==> config.mk <==
export PLATFORM = sky130hd
export DESIGN_NAME = bt_power_handshake_link_ctl
export DESIGN_NICKNAME = d
export VERILOG_FILES = /design/src/shared/bt_pwr_pkg.sv /design/src/hw/wake_sync.sv /design/src/hw/prbs9_gen.sv /design/src/hw/bt_power_handshake_link_ctl.sv
export SDC_FILE = /design/constraint.sdc
export NUM_CORES = 1
export LEC_CHECK = 0
export BUFFER_PORTS_ARGS = -buffer_cell sky130_fd_sc_hd__buf_2
export CORE_ASPECT_RATIO = 0.75
export CORE_MARGIN = 2
export CORE_UTILIZATION = 50
export CTS_CLUSTER_SIZE = 40
export DETAILED_ROUTE_END_ITERATION = 10
export GPL_TIMING_DRIVEN = 0
export PLACE_DENSITY = 0.86
export SLEW_MARGIN = 20
export SYNTH_ARGS = -nofsm -noshare
export SYNTH_HDL_FRONTEND = slang
export SYNTH_SLANG_ARGS = --single-unit
==> constraint.sdc <==
create_clock -name ref_clk -period 2.51 [get_ports ref_clk]
set_input_delay 0.753 -clock ref_clk [delete_from_list [all_inputs] [get_ports ref_clk]]
set_output_delay 0.753 -clock ref_clk [all_outputs]
set_load 0.02 [all_outputs]
==> src/shared/bt_pwr_pkg.sv <==
// Shared constants and types for the power handshake and link control block.
package bt_pwr_pkg;
    // ----------------------------------------------------------------
    // Register map
    // ----------------------------------------------------------------
    localparam int ADDR_W = 8;
    localparam int DATA_W = 32;
    localparam logic [7:0] OFS_CTRL = 8'h00;
    localparam logic [7:0] OFS_CMD = 8'h04;
    localparam logic [7:0] OFS_STATE = 8'h08;
    localparam logic [7:0] OFS_TEST = 8'h0C;
    localparam logic [7:0] OFS_PWR = 8'h10;
    localparam logic [7:0] OFS_STATUS = 8'h14;
    localparam logic [7:0] OFS_MASK = 8'h18;
    localparam logic [7:0] OFS_SNIFF = 8'h1C;
    localparam logic [7:0] OFS_PADFN = 8'h20;
    // ----------------------------------------------------------------
    // Field positions and reset values
    // ----------------------------------------------------------------
    localparam int CTRL_HS_EN = 0;
    localparam int CTRL_WAKE_POL = 1;
    localparam int CTRL_ALERT_POL = 2;
    localparam int CTRL_BLE = 3;
    localparam int PWR_W = 6;
    localparam int PWR_TX = 0;
    localparam int PWR_RX = 1;
    localparam int PWR_PLL = 2;
    localparam int PWR_PA = 3;
    localparam int PWR_ALERT = 4;
    localparam int PWR_CLK = 5;
    localparam int TEST_PRBS = 3;
    localparam int TEST_PAT_LSB = 8;
    localparam int PAT_W = 8;
    localparam int ST_W = 4;
    localparam int ST_WAKE_RISE = 0;
    localparam int ST_WAKE_FALL = 1;
    localparam int ST_SNIFF_WAKE = 2;
    localparam int ST_CMD_DONE = 3;
    localparam int STATE_AWAKE = 3;
    localparam int STATE_WAKE_IN = 4;
    localparam int PADFN_W = 2;
    localparam logic [1:0] PADFN_HANDSHAKE = 2'h0;
    localparam int SNIFF_W = 16;
    localparam logic [15:0] SNIFF_RST = 16'h0100;
    localparam int PRBS_W = 9;
    localparam logic [8:0] PRBS_SEED = 9'h1FF;
    localparam int PRBS_TAP = 4;
    // ----------------------------------------------------------------
    // Enumerations
    // ----------------------------------------------------------------
    typedef enum logic [2:0] {
        LC_STANDBY = 3'h0, LC_PAGE = 3'h1, LC_PAGE_SCAN = 3'h3, LC_INQUIRY = 3'h2,
        LC_INQ_SCAN = 3'h6, LC_CONNECTION = 3'h7, LC_SNIFF = 3'h5
    } lc_state_e;
    typedef enum logic [2:0] {
        CMD_STANDBY = 3'h0, CMD_PAGE = 3'h1, CMD_PAGE_SCAN = 3'h2, CMD_INQUIRY = 3'h3,
        CMD_INQ_SCAN = 3'h4, CMD_CONNECT = 3'h5, CMD_SNIFF = 3'h6, CMD_UNSNIFF = 3'h7
    } lc_cmd_e;
    typedef enum logic [2:0] {
        TM_OFF = 3'h0, TM_TX_TEST = 3'h1, TM_LOOP = 3'h2, TM_DLOOP = 3'h3,
        TM_REDHOP = 3'h4, TM_CARRIER = 3'h5, TM_CONST_RX = 3'h6, TM_CONST_TX = 3'h7
    } test_mode_e;
endpackage

==> src/hw/wake_sync.sv <==
// Two-stage synchroniser with polarity correction for the host wake pin.
`timescale 1ns/100ps
module wake_sync (
    input wire logic ref_clk,
    input wire logic rst_n,
    input wire logic pin,
    input wire logic active_high,
    output logic asserted
);
    typedef struct packed {
        logic s1;
        logic s2;
    } sync_s;
    sync_s s_r;
    sync_s s_nxt;

    always_comb
    begin
        s_nxt.s1 = pin;
        s_nxt.s2 = s_r.s1;
    end

    always_ff @(posedge ref_clk)
    begin
        if (!rst_n)
            s_r <= '0;
        else
            s_r <= s_nxt;
    end

    // Polarity is applied only after the second stage.
    assign asserted = active_high ? s_r.s2 : ~s_r.s2;
endmodule

==> src/hw/prbs9_gen.sv <==
// PRBS-9 source for the transmitter test and constant-transmit test modes.
`timescale 1ns/100ps
module prbs9_gen (
    input wire logic ref_clk,
    input wire logic rst_n,
    input wire logic step,
    output logic bit_out
);
    typedef struct packed {
        logic [bt_pwr_pkg::PRBS_W-1:0] lfsr;
    } prbs_s;
    prbs_s s_r;
    prbs_s s_nxt;

    always_comb
    begin
        s_nxt = s_r;
        if (step)
            s_nxt.lfsr = {s_r.lfsr[bt_pwr_pkg::PRBS_W-2:0],
                          s_r.lfsr[bt_pwr_pkg::PRBS_W-1] ^ s_r.lfsr[bt_pwr_pkg::PRBS_TAP]};
    end

    always_ff @(posedge ref_clk)
    begin
        if (!rst_n)
            s_r.lfsr <= bt_pwr_pkg::PRBS_SEED;
        else
            s_r <= s_nxt;
    end

    assign bit_out = s_r.lfsr[bt_pwr_pkg::PRBS_W-1];
endmodule

==> src/hw/bt_power_handshake_link_ctl.sv <==
// Link control, test modes, radio power-down and host wake handshake.
//
// Added by the designer: the plain strobed port and the placing of the registers.
`timescale 1ns/100ps
//
// Contract
// - Software commands drive a command controller that steps the link controllers.
// - Standby and connection states plus page, page scan, inquiry, inquiry scan, sniff.
// - Standard test mode: transmitter test, loopback, delayed loopback, reduced hopping.
// - Carrier test sends unmodulated carrier on one frequency with hopping stopped.
// - Constant-receive test routes demodulated receive bits to an output pin.
// - Constant-transmit test sends fixed eight-bit pattern or PRBS-9.
// - Power requests come from software registers and baseband packet activity.
// - Separate power-down outputs for transmit, receive, PLL and power amplifier.
// - Sideband wake handshake with the host can be enabled by software.
// - Asserted device wake keeps the device awake; deasserted lets it sleep.
// - Host alert is asserted while the device needs host attention.
// - Device wake and host alert polarities are software selectable.
// - Reference clock request is active high when either function needs clock.
// - Handshake pins work only while the pad function setting is zero.
// - A low energy operating mode is selectable beside classic operation.
// - Sniff runs from the low-power oscillator and wakes after a set time.
module bt_power_handshake_link_ctl #(
    parameter int SNIFF_W = bt_pwr_pkg::SNIFF_W
) (
    input wire logic ref_clk,
    input wire logic rst_n,
    input wire logic [bt_pwr_pkg::ADDR_W-1:0] addr,
    input wire logic [bt_pwr_pkg::DATA_W-1:0] wdata,
    input wire logic wr_en,
    input wire logic rd_en,
    output logic [bt_pwr_pkg::DATA_W-1:0] rdata,
    input wire logic device_wake_in,
    input wire logic wlan_refclk_need,
    input wire logic bb_tx_active,
    input wire logic bb_rx_active,
    input wire logic rx_demod_bit,
    output logic host_alert_out,
    output logic bluetooth_refclk_request_pin,
    output logic wireless_lan_refclk_request_pin,
    output logic tx_pd,
    output logic rx_pd,
    output logic pll_pd,
    output logic pa_pd,
    output logic tx_data_bit,
    output logic tx_modulate_en,
    output logic hop_en,
    output logic hop_reduced,
    output logic loopback_en,
    output logic ber_data_pin,
    output logic lpo_select,
    output logic ble_mode,
    output logic core_awake,
    output logic irq
);
    typedef struct packed {
        logic hs_en;
        logic wake_pol;
        logic alert_pol;
        logic ble;
        logic [bt_pwr_pkg::PADFN_W-1:0] padfn;
        bt_pwr_pkg::test_mode_e tmode;
        logic prbs_sel;
        logic [bt_pwr_pkg::PAT_W-1:0] pattern;
        logic [2:0] pat_idx;
        logic [bt_pwr_pkg::PWR_W-1:0] pwr;
        logic [bt_pwr_pkg::ST_W-1:0] sts;
        logic [bt_pwr_pkg::ST_W-1:0] mask;
        logic [SNIFF_W-1:0] sniff_ivl;
        logic [SNIFF_W-1:0] sniff_cnt;
        bt_pwr_pkg::lc_state_e state;
        logic wake_d;
        logic loop_d;
        logic [bt_pwr_pkg::DATA_W-1:0] rdata;
        logic host_alert;
        logic bt_req;
        logic wl_req;
        logic tx_pd;
        logic rx_pd;
        logic pll_pd;
        logic pa_pd;
        logic tx_bit;
        logic tx_mod;
        logic hop_en;
        logic hop_red;
        logic loop_en;
        logic ber;
        logic lpo;
        logic awake;
        logic irq;
    } ctl_s;

    ctl_s s_r;
    ctl_s s_nxt;
    logic wake_sync_lvl;
    logic prbs_bit;
    logic prbs_step;

    // ----------------------------------------------------------------
    // Host wake input and PRBS source
    // ----------------------------------------------------------------
    wake_sync u_wake_sync (
        .ref_clk(ref_clk),
        .rst_n(rst_n),
        .pin(device_wake_in),
        .active_high(s_r.wake_pol),
        .asserted(wake_sync_lvl)
    );

    prbs9_gen u_prbs (
        .ref_clk(ref_clk),
        .rst_n(rst_n),
        .step(prbs_step),
        .bit_out(prbs_bit)
    );

    // ----------------------------------------------------------------
    // Next-state logic
    // ----------------------------------------------------------------
    always_comb
    begin
        logic hs_act;
        logic wake_act;
        logic cmd_wr;
        logic cmd_ok;
        logic sniff_ev;
        logic pat_mode;
        logic tx_on;
        logic rx_on;
        logic asleep;
        logic fixed_freq;
        logic [bt_pwr_pkg::ST_W-1:0] ev;
        bt_pwr_pkg::lc_cmd_e cmd;
        hs_act = 1'b0;
        wake_act = 1'b0;
        cmd_wr = 1'b0;
        cmd_ok = 1'b0;
        sniff_ev = 1'b0;
        pat_mode = 1'b0;
        tx_on = 1'b0;
        rx_on = 1'b0;
        asleep = 1'b0;
        fixed_freq = 1'b0;
        ev = '0;
        cmd = bt_pwr_pkg::lc_cmd_e'(wdata[2:0]);
        s_nxt = s_r;

        hs_act = s_r.hs_en && (s_r.padfn == bt_pwr_pkg::PADFN_HANDSHAKE);
        // Without the handshake nobody can wake us, so the core never sleeps.
        wake_act = !hs_act || wake_sync_lvl;
        s_nxt.wake_d = wake_act;

        if (wr_en)
        begin
            unique case (addr)
                bt_pwr_pkg::OFS_CTRL:
                begin
                    s_nxt.hs_en = wdata[bt_pwr_pkg::CTRL_HS_EN];
                    s_nxt.wake_pol = wdata[bt_pwr_pkg::CTRL_WAKE_POL];
                    s_nxt.alert_pol = wdata[bt_pwr_pkg::CTRL_ALERT_POL];
                    s_nxt.ble = wdata[bt_pwr_pkg::CTRL_BLE];
                end
                bt_pwr_pkg::OFS_CMD: cmd_wr = 1'b1;
                bt_pwr_pkg::OFS_TEST:
                begin
                    s_nxt.tmode = bt_pwr_pkg::test_mode_e'(wdata[2:0]);
                    s_nxt.prbs_sel = wdata[bt_pwr_pkg::TEST_PRBS];
                    s_nxt.pattern = wdata[bt_pwr_pkg::TEST_PAT_LSB +: bt_pwr_pkg::PAT_W];
                end
                bt_pwr_pkg::OFS_PWR: s_nxt.pwr = wdata[bt_pwr_pkg::PWR_W-1:0];
                bt_pwr_pkg::OFS_MASK: s_nxt.mask = wdata[bt_pwr_pkg::ST_W-1:0];
                bt_pwr_pkg::OFS_SNIFF: s_nxt.sniff_ivl = wdata[SNIFF_W-1:0];
                bt_pwr_pkg::OFS_PADFN: s_nxt.padfn = wdata[bt_pwr_pkg::PADFN_W-1:0];
                default: ;
            endcase
        end

        // Command controller: a command is taken only from a state where it applies.
        if (cmd_wr)
        begin
            unique case (cmd)
                bt_pwr_pkg::CMD_STANDBY: cmd_ok = 1'b1;
                bt_pwr_pkg::CMD_PAGE, bt_pwr_pkg::CMD_PAGE_SCAN,
                bt_pwr_pkg::CMD_INQUIRY, bt_pwr_pkg::CMD_INQ_SCAN:
                    cmd_ok = (s_r.state == bt_pwr_pkg::LC_STANDBY);
                bt_pwr_pkg::CMD_CONNECT:
                    cmd_ok = (s_r.state == bt_pwr_pkg::LC_PAGE) || (s_r.state == bt_pwr_pkg::LC_PAGE_SCAN);
                bt_pwr_pkg::CMD_SNIFF: cmd_ok = (s_r.state == bt_pwr_pkg::LC_CONNECTION);
                bt_pwr_pkg::CMD_UNSNIFF: cmd_ok = (s_r.state == bt_pwr_pkg::LC_SNIFF);
            endcase
        end

        if (cmd_ok)
        begin
            unique case (cmd)
                bt_pwr_pkg::CMD_STANDBY: s_nxt.state = bt_pwr_pkg::LC_STANDBY;
                bt_pwr_pkg::CMD_PAGE: s_nxt.state = bt_pwr_pkg::LC_PAGE;
                bt_pwr_pkg::CMD_PAGE_SCAN: s_nxt.state = bt_pwr_pkg::LC_PAGE_SCAN;
                bt_pwr_pkg::CMD_INQUIRY: s_nxt.state = bt_pwr_pkg::LC_INQUIRY;
                bt_pwr_pkg::CMD_INQ_SCAN: s_nxt.state = bt_pwr_pkg::LC_INQ_SCAN;
                bt_pwr_pkg::CMD_CONNECT: s_nxt.state = bt_pwr_pkg::LC_CONNECTION;
                bt_pwr_pkg::CMD_SNIFF:
                begin
                    s_nxt.state = bt_pwr_pkg::LC_SNIFF;
                    // A zero interval is loaded as one and, like one, expires after one cycle.
                    s_nxt.sniff_cnt = (s_r.sniff_ivl == '0) ? SNIFF_W'(1) : s_r.sniff_ivl;
                end
                bt_pwr_pkg::CMD_UNSNIFF: s_nxt.state = bt_pwr_pkg::LC_CONNECTION;
            endcase
        end
        else if (s_r.state == bt_pwr_pkg::LC_SNIFF)
        begin
            if (s_r.sniff_cnt <= SNIFF_W'(1))
            begin
                s_nxt.state = bt_pwr_pkg::LC_CONNECTION;
                s_nxt.sniff_cnt = '0;
                sniff_ev = 1'b1;
            end
            else
                s_nxt.sniff_cnt = s_r.sniff_cnt - SNIFF_W'(1);
        end

        // ------------------------------------------------------------
        // Test modes
        // ------------------------------------------------------------
        fixed_freq = (s_r.tmode == bt_pwr_pkg::TM_CARRIER) || (s_r.tmode == bt_pwr_pkg::TM_CONST_RX)
            || (s_r.tmode == bt_pwr_pkg::TM_CONST_TX);
        pat_mode = (s_r.tmode == bt_pwr_pkg::TM_CONST_TX) || (s_r.tmode == bt_pwr_pkg::TM_TX_TEST);
        s_nxt.hop_en = !fixed_freq;
        s_nxt.hop_red = (s_r.tmode == bt_pwr_pkg::TM_REDHOP);
        s_nxt.loop_en = (s_r.tmode == bt_pwr_pkg::TM_LOOP) || (s_r.tmode == bt_pwr_pkg::TM_DLOOP);
        s_nxt.ber = (s_r.tmode == bt_pwr_pkg::TM_CONST_RX) && rx_demod_bit;
        s_nxt.loop_d = rx_demod_bit;
        s_nxt.pat_idx = pat_mode ? s_r.pat_idx + 3'h1 : 3'h0;
        s_nxt.tx_mod = (s_r.tmode != bt_pwr_pkg::TM_CARRIER)
            && (pat_mode || s_nxt.loop_en || bb_tx_active);
        unique case (s_r.tmode)
            bt_pwr_pkg::TM_TX_TEST, bt_pwr_pkg::TM_CONST_TX:
                s_nxt.tx_bit = s_r.prbs_sel ? prbs_bit : s_r.pattern[s_r.pat_idx];
            bt_pwr_pkg::TM_LOOP: s_nxt.tx_bit = rx_demod_bit;
            bt_pwr_pkg::TM_DLOOP: s_nxt.tx_bit = s_r.loop_d;
            default: s_nxt.tx_bit = 1'b0;
        endcase

        // ------------------------------------------------------------
        // Radio power-down and sleep
        // ------------------------------------------------------------
        tx_on = bb_tx_active || (s_r.tmode == bt_pwr_pkg::TM_CARRIER) || pat_mode || s_nxt.loop_en
            || (s_r.tmode == bt_pwr_pkg::TM_REDHOP);
        rx_on = bb_rx_active || s_nxt.loop_en || (s_r.tmode == bt_pwr_pkg::TM_CONST_RX);
        asleep = !wake_act && (s_r.state == bt_pwr_pkg::LC_STANDBY) && !tx_on && !rx_on
            && !s_r.pwr[bt_pwr_pkg::PWR_ALERT];
        s_nxt.awake = !asleep;
        s_nxt.tx_pd = s_r.pwr[bt_pwr_pkg::PWR_TX] || !tx_on || asleep;
        s_nxt.pa_pd = s_r.pwr[bt_pwr_pkg::PWR_PA] || !tx_on || asleep;
        s_nxt.rx_pd = s_r.pwr[bt_pwr_pkg::PWR_RX] || !rx_on || asleep;
        s_nxt.pll_pd = s_r.pwr[bt_pwr_pkg::PWR_PLL] || !(tx_on || rx_on) || asleep;
        s_nxt.lpo = (s_nxt.state == bt_pwr_pkg::LC_SNIFF);

        // ------------------------------------------------------------
        // Events, interrupt and handshake outputs
        // ------------------------------------------------------------
        ev[bt_pwr_pkg::ST_WAKE_RISE] = wake_act && !s_r.wake_d;
        ev[bt_pwr_pkg::ST_WAKE_FALL] = !wake_act && s_r.wake_d;
        ev[bt_pwr_pkg::ST_SNIFF_WAKE] = sniff_ev;
        ev[bt_pwr_pkg::ST_CMD_DONE] = cmd_ok;
        // A new event in the reading cycle survives the clear.
        s_nxt.sts = ((rd_en && addr == bt_pwr_pkg::OFS_STATUS) ? '0 : s_r.sts) | ev;
        s_nxt.irq = |(s_nxt.sts & s_nxt.mask);
        s_nxt.host_alert = (hs_act && (s_r.pwr[bt_pwr_pkg::PWR_ALERT] || s_nxt.irq))
            ~^ s_r.alert_pol;
        s_nxt.bt_req = (s_r.padfn == bt_pwr_pkg::PADFN_HANDSHAKE)
            && (s_nxt.awake || s_r.pwr[bt_pwr_pkg::PWR_CLK] || wlan_refclk_need);
        s_nxt.wl_req = s_nxt.bt_req;

        s_nxt.rdata = '0;
        if (rd_en)
        begin
            unique case (addr)
                bt_pwr_pkg::OFS_CTRL: s_nxt.rdata = 32'({s_r.ble, s_r.alert_pol, s_r.wake_pol, s_r.hs_en});
                bt_pwr_pkg::OFS_STATE:
                    s_nxt.rdata = 32'({wake_act, s_r.awake, s_r.state});
                bt_pwr_pkg::OFS_TEST: s_nxt.rdata = 32'({s_r.pattern, 4'h0, s_r.prbs_sel, s_r.tmode});
                bt_pwr_pkg::OFS_PWR: s_nxt.rdata = 32'(s_r.pwr);
                bt_pwr_pkg::OFS_STATUS: s_nxt.rdata = 32'(s_r.sts);
                bt_pwr_pkg::OFS_MASK: s_nxt.rdata = 32'(s_r.mask);
                bt_pwr_pkg::OFS_SNIFF: s_nxt.rdata = 32'(s_r.sniff_ivl);
                bt_pwr_pkg::OFS_PADFN: s_nxt.rdata = 32'(s_r.padfn);
                default: s_nxt.rdata = '0;
            endcase
        end
    end

    assign prbs_step = s_r.prbs_sel && ((s_r.tmode == bt_pwr_pkg::TM_CONST_TX)
        || (s_r.tmode == bt_pwr_pkg::TM_TX_TEST));

    always_ff @(posedge ref_clk)
    begin
        if (!rst_n)
        begin
            s_r <= '0;
            s_r.wake_pol <= 1'b1;
            s_r.alert_pol <= 1'b1;
            s_r.sniff_ivl <= SNIFF_W'(bt_pwr_pkg::SNIFF_RST);
            s_r.tx_pd <= 1'b1;
            s_r.rx_pd <= 1'b1;
            s_r.pll_pd <= 1'b1;
            s_r.pa_pd <= 1'b1;
            s_r.hop_en <= 1'b1;
            s_r.awake <= 1'b1;
            // The wake level idles high while the handshake is off, so no false rise follows reset.
            s_r.wake_d <= 1'b1;
        end
        else
            s_r <= s_nxt;
    end

    assign rdata = s_r.rdata;
    assign host_alert_out = s_r.host_alert;
    assign bluetooth_refclk_request_pin = s_r.bt_req;
    assign wireless_lan_refclk_request_pin = s_r.wl_req;
    assign tx_pd = s_r.tx_pd;
    assign rx_pd = s_r.rx_pd;
    assign pll_pd = s_r.pll_pd;
    assign pa_pd = s_r.pa_pd;
    assign tx_data_bit = s_r.tx_bit;
    assign tx_modulate_en = s_r.tx_mod;
    assign hop_en = s_r.hop_en;
    assign hop_reduced = s_r.hop_red;
    assign loopback_en = s_r.loop_en;
    assign ber_data_pin = s_r.ber;
    assign lpo_select = s_r.lpo;
    assign ble_mode = s_r.ble;
    assign core_awake = s_r.awake;
    assign irq = s_r.irq;
endmodule

==> summary.log <==
qor: drt.drt_pass1_iterations 7
qor: timing.timing.max_slew.rel_slack 0.4783
qor: global_route.grt_max_degree 17
qor: logic_synthesis.yosys_warnings 0
qor: floorplan.io_pins 98
qor: outcome.run_status finished clean
qor: clocking.post_cts_hold_buffer_count 0
qor: clocking.clock_sink_count 114
qor: power.total_switching_power 961.3 uW
qor: critical_path.cp_top_family compound AO/OA/AOI/OAI gates
qor: logic_synthesis.synth_compound_area_frac 0.1588
qor: clocking.cts_tree done
qor: timing.hold_violations 0
qor: critical_path.reg2reg_from s_r[50]$_SDFF_PN0_
qor: timing.report.final.slew_viol_count 0
qor: worst_hold_path.worstHoldStart u_wake_sync.s_nxt[0]$_SDFF_PN0_
qor: logic_synthesis.synth_top_family_by_area simple AND/OR/NAND/NOR gates
qor: power.power-per-cell-area 670.5 nW/um^2
qor: drt.detail-route-antenna-nets 0
qor: timing.max_clock_freq 0.4080 GHz
qor: critical_path.crit_fanout 10
qor: global_route.grt_pass1_wl 24.28 mm
qor: floorplan.dieWidth 122.6 um
qor: power.cell_internal_pwr 3493 uW
qor: drt.dr_total_vias 5199
qor: drt.remaining_design_rule_violation_count 0
qor: placement.dp.final_hpwl 11.17 mm
qor: floorplan.fp-row-count 32
qor: logic_synthesis.syn_avg_cell_area 8.341 sq um
qor: clocking.cts.htree.levels 4
qor: critical_path.timing.reg2reg.setup_slack 70 ps
qor: clocking.cell_chosen_for_the_clock_root sky130_fd_sc_hd__clkbuf_16
qor: timing.layout_worst_path_cycle_share 0.9765
qor: layout.finish.utilization 0.6456
qor: logic_synthesis.synth-xor-area-share 0.01163
qor: critical_path.cp_data_required_time 2840 ps
qor: clocking.max-clock-path-buffers 2
qor: logic_synthesis.synth_mux_area_frac 0.04225
qor: worst_hold_path.min_path_type reg -> reg
qor: placement.placement.cell_area 5846 sq um
qor: critical_path.cp_slowest_stage_delay 490 ps
qor: critical_path.r2r_worst_path_depth 9
qor: clocking.worstSkewPairLatency 410 ps
qor: logic_synthesis.synthFlopType sky130_fd_sc_hd__dfxtp_1
qor: critical_path.data_arrival_time_of_the_worst_path 2780 ps
qor: flow_run.timing.max_cap.violations 0
qor: logic_synthesis.ys_ff_latch 114
qor: power.cellLeakagePower 0.002661 uW
qor: drt.wire_per_inst 17.79 um
qor: drt.vias_per_cell 5.835
qor: global_route.first_global_vias 4769
qor: floorplan.floorplan.core_area 10290 sq um
qor: timing.setup_viol_count_final 0
qor: power.share_comb_of_total_power 0.047
qor: layout.mostFrequentLayoutCells sky130_fd_sc_hd__nand2_1 (112), sky130_fd_sc_hd__dfxtp_1 (111), sky130_fd_sc_hd__nor2_1 (64), sky130_fd_sc_hd__buf_2 (64), sky130_fd_sc_hd__a21oi_1 (48)
qor: drt.postRouteWirelength 15.85 mm
qor: clocking.clk_transition_reported_paths 50 ps
qor: power.ir_drop 0.4943 mV
qor: global_route.globalRouteTotalUtil 0.2803
qor: critical_path.worstPathCellList buf_2 > clkbuf_1 > o311ai_0 > a21o_1 > a22oi_1 > o221ai_1 > o21ai_1 > mux2i_1
qor: critical_path.critical_path.slowest_cell sky130_fd_sc_hd__clkbuf_1
qor: layout.stdcell_area 6643 sq um
qor: logic_synthesis.synth_seq_area_share 0.4329
qor: logic_synthesis.synthAdderAreaFrac 0.009257
qor: placement.gp_routability_congestion 0.9753
qor: logic_synthesis.syn-cell-area 5271 sq um
qor: floorplan.die_height 92.92 um
qor: power.sequential_group_share_of_total_power 0.409
qor: critical_path.critical_path.startpoint wdata[2]
qor: drt.drt-initial-drc-count 902
qor: logic_synthesis.synth_edf_count 0
qor: timing.fin_worst_skew 6.376 ps
qor: timing.timing.setup.tns 0 ps
qor: critical_path.startpoint_kind_of_the_worst_setup_timing_path input pin
qor: critical_path.worst_r2r_endpoint s_r[63]$_SDFFE_PN0P_
qor: timing.tightest_slew 782.5 ps
qor: timing.min_period 2451 ps
qor: power.power_switching_share 0.2158
qor: critical_path.timing.critical_path.to host_alert_out$_SDFF_PN0_
qor: layout.share_of_layout_cells_above_drive_strength_1 0.2464
qor: layout.layout_commonest_cell sky130_fd_sc_hd__nand2_1
qor: placement.dpl_worst_slack -613.0 ps
qor: logic_synthesis.synth_cells 632
qor: critical_path.critical_path.n_buffers_inverters 2
qor: layout.insertedDiodeCount 0
qor: global_route.antenna_found_initial 0
qor: layout.layout_stage_area_growth_over_the_synthesis_result 26.01%
qor: critical_path.worstSetupPathType in -> reg
qor: floorplan.initial_utilization 0.5123
qor: layout.largest_register_ffs 71
qor: global_route.overflow_left_after_global_routing 0
qor: floorplan.die_area 11390 sq um
qor: clocking.cts_buffers 17
qor: critical_path.critical_path_cell_count 8
qor: power.power_frac_clock 0.544
qor: logic_synthesis.synth_simple_gate_area_share 0.2604
qor: layout.nets 795
qor: critical_path.end_kind flop
qor: logic_synthesis.post_synthesis_async_set_or_reset_flop_share 0
qor: timing.finalWorstSetupSlack 59.01 ps
qor: logic_synthesis.synth_cell_types 71
qor: layout.top_register s_r
qor: placement.io_buffer_count 65
==> cell usage after synthesis (2+ instances only) <==
master / instances / area [sq um]
sky130_fd_sc_hd__a211oi_1: 3 / 22.52
sky130_fd_sc_hd__a222oi_1: 5 / 50.05
sky130_fd_sc_hd__clkbuf_1: 25 / 93.84
sky130_fd_sc_hd__mux4_2: 2 / 45.04
sky130_fd_sc_hd__mux2i_1: 14 / 140.1
sky130_fd_sc_hd__nor4_1: 10 / 62.56
sky130_fd_sc_hd__o21ai_2: 4 / 35.03
sky130_fd_sc_hd__and2_1: 12 / 75.07
sky130_fd_sc_hd__nor3_2: 2 / 20.02
sky130_fd_sc_hd__or3_1: 2 / 12.51
sky130_fd_sc_hd__a22oi_1: 22 / 165.2
sky130_fd_sc_hd__a2bb2oi_1: 2 / 17.52
sky130_fd_sc_hd__buf_4: 33 / 247.7
sky130_fd_sc_hd__nand4_1: 2 / 12.51
sky130_fd_sc_hd__dfxtp_1: 114 / 2282
sky130_fd_sc_hd__nand3_1: 31 / 155.2
sky130_fd_sc_hd__ha_1: 3 / 37.54
sky130_fd_sc_hd__o21ai_0: 10 / 50.05
sky130_fd_sc_hd__and2_0: 2 / 12.51
sky130_fd_sc_hd__a21oi_1: 48 / 240.2
sky130_fd_sc_hd__or4_1: 2 / 15.01
sky130_fd_sc_hd__inv_1: 8 / 30.03
sky130_fd_sc_hd__nand2b_1: 2 / 12.51
sky130_fd_sc_hd__nand3b_1: 6 / 45.04
sky130_fd_sc_hd__mux2_2: 2 / 22.52
sky130_fd_sc_hd__buf_6: 5 / 56.30
sky130_fd_sc_hd__o21ai_1: 5 / 25.02
sky130_fd_sc_hd__a31oi_1: 7 / 43.79
sky130_fd_sc_hd__nor2b_1: 4 / 25.02
sky130_fd_sc_hd__and4b_1: 3 / 30.03
sky130_fd_sc_hd__and3_1: 5 / 31.28
sky130_fd_sc_hd__or2_2: 5 / 31.28
sky130_fd_sc_hd__xnor2_1: 2 / 17.52
sky130_fd_sc_hd__nor2_1: 65 / 244.0
sky130_fd_sc_hd__buf_2: 3 / 15.01
sky130_fd_sc_hd__nor3b_1: 2 / 15.01
sky130_fd_sc_hd__nor3_1: 10 / 50.05
sky130_fd_sc_hd__nand2_1: 113 / 424.2
sky130_fd_sc_hd__xor2_1: 5 / 43.79
==> how the worst min path moves through the flow <==
stage | to | slack, ps | cells past startpoint
final | u_wake_sync.s_r[0]$_SDFF_PN0_ | 440 | 1
after CTS | u_wake_sync.s_r[0]$_SDFF_PN0_ | 440 | 1
after global placement | u_wake_sync.s_r[0]$_SDFF_PN0_ | 410 | 1
after global routing | u_wake_sync.s_r[0]$_SDFF_PN0_ | 460 | 1
after floorplan | u_wake_sync.s_r[0]$_SDFF_PN0_ | 410 | 1
after detailed placement | u_wake_sync.s_r[0]$_SDFF_PN0_ | 420 | 1
==> layer usage <==
metal	GRT usage	part of all wire
met5	0	0
met4	0.07663	0.019
met3	0.07943	0.13
met2	0.4306	0.45
met1	0.3848	0.40
==> power groups by stage <==
stage	Clock (uW)	Combinational, uW	Sequential (uW)
floorplan	0	104	1870
global placement	0	184	1860
detailed placement	0	189	1860
CTS	2420	192	1820
global route	2510	222	1820
finish	2420	211	1820
==> cell families (layout without fill, tap and decap cells) <==
logic type | Yosys count | after routing
compound gates | 125 | 125
xor+xnor | 7 | 7
fa+ha+maj | 4 | 4
buf+inv | 74 | 182
flops | 114 | 114
mux | 19 | 19
other cells | 1 | 16
simple gates | 288 | 288
==> final cells by class <==
class                   instances  area, sq um
fillers                       822         3647
inverters                       8        30.03
clock buffers                  21        460.4
clock inverters                10        133.9
multi-input cells             459         2685
well taps                     136        170.2
repair buffers                 77        450.4
flip-flops and latches        114         2288
plain buffers                  66        424.2
==> stage by stage <==
step | total power [uW] | cells | hold WS (ps)
finish | 4454 | 891 | 435.5
global route | 4556 | 891 | 456.1
CTS | 4436 | 880 | 441.7
detailed placement | 2050 | 848 | 420.0
global placement | 2045 | 848 | 414.9
floorplan | 1972 | 647 | 411.9
==> what timing repair did <==
action                                  CTS  global route
gates cloned                              0             1
resized for setup                         3            27
pin swaps                                 1             6
buffers inserted                          1            10
endpoints found under the setup margin   16            26
Power figures use the tool's default switching activity.
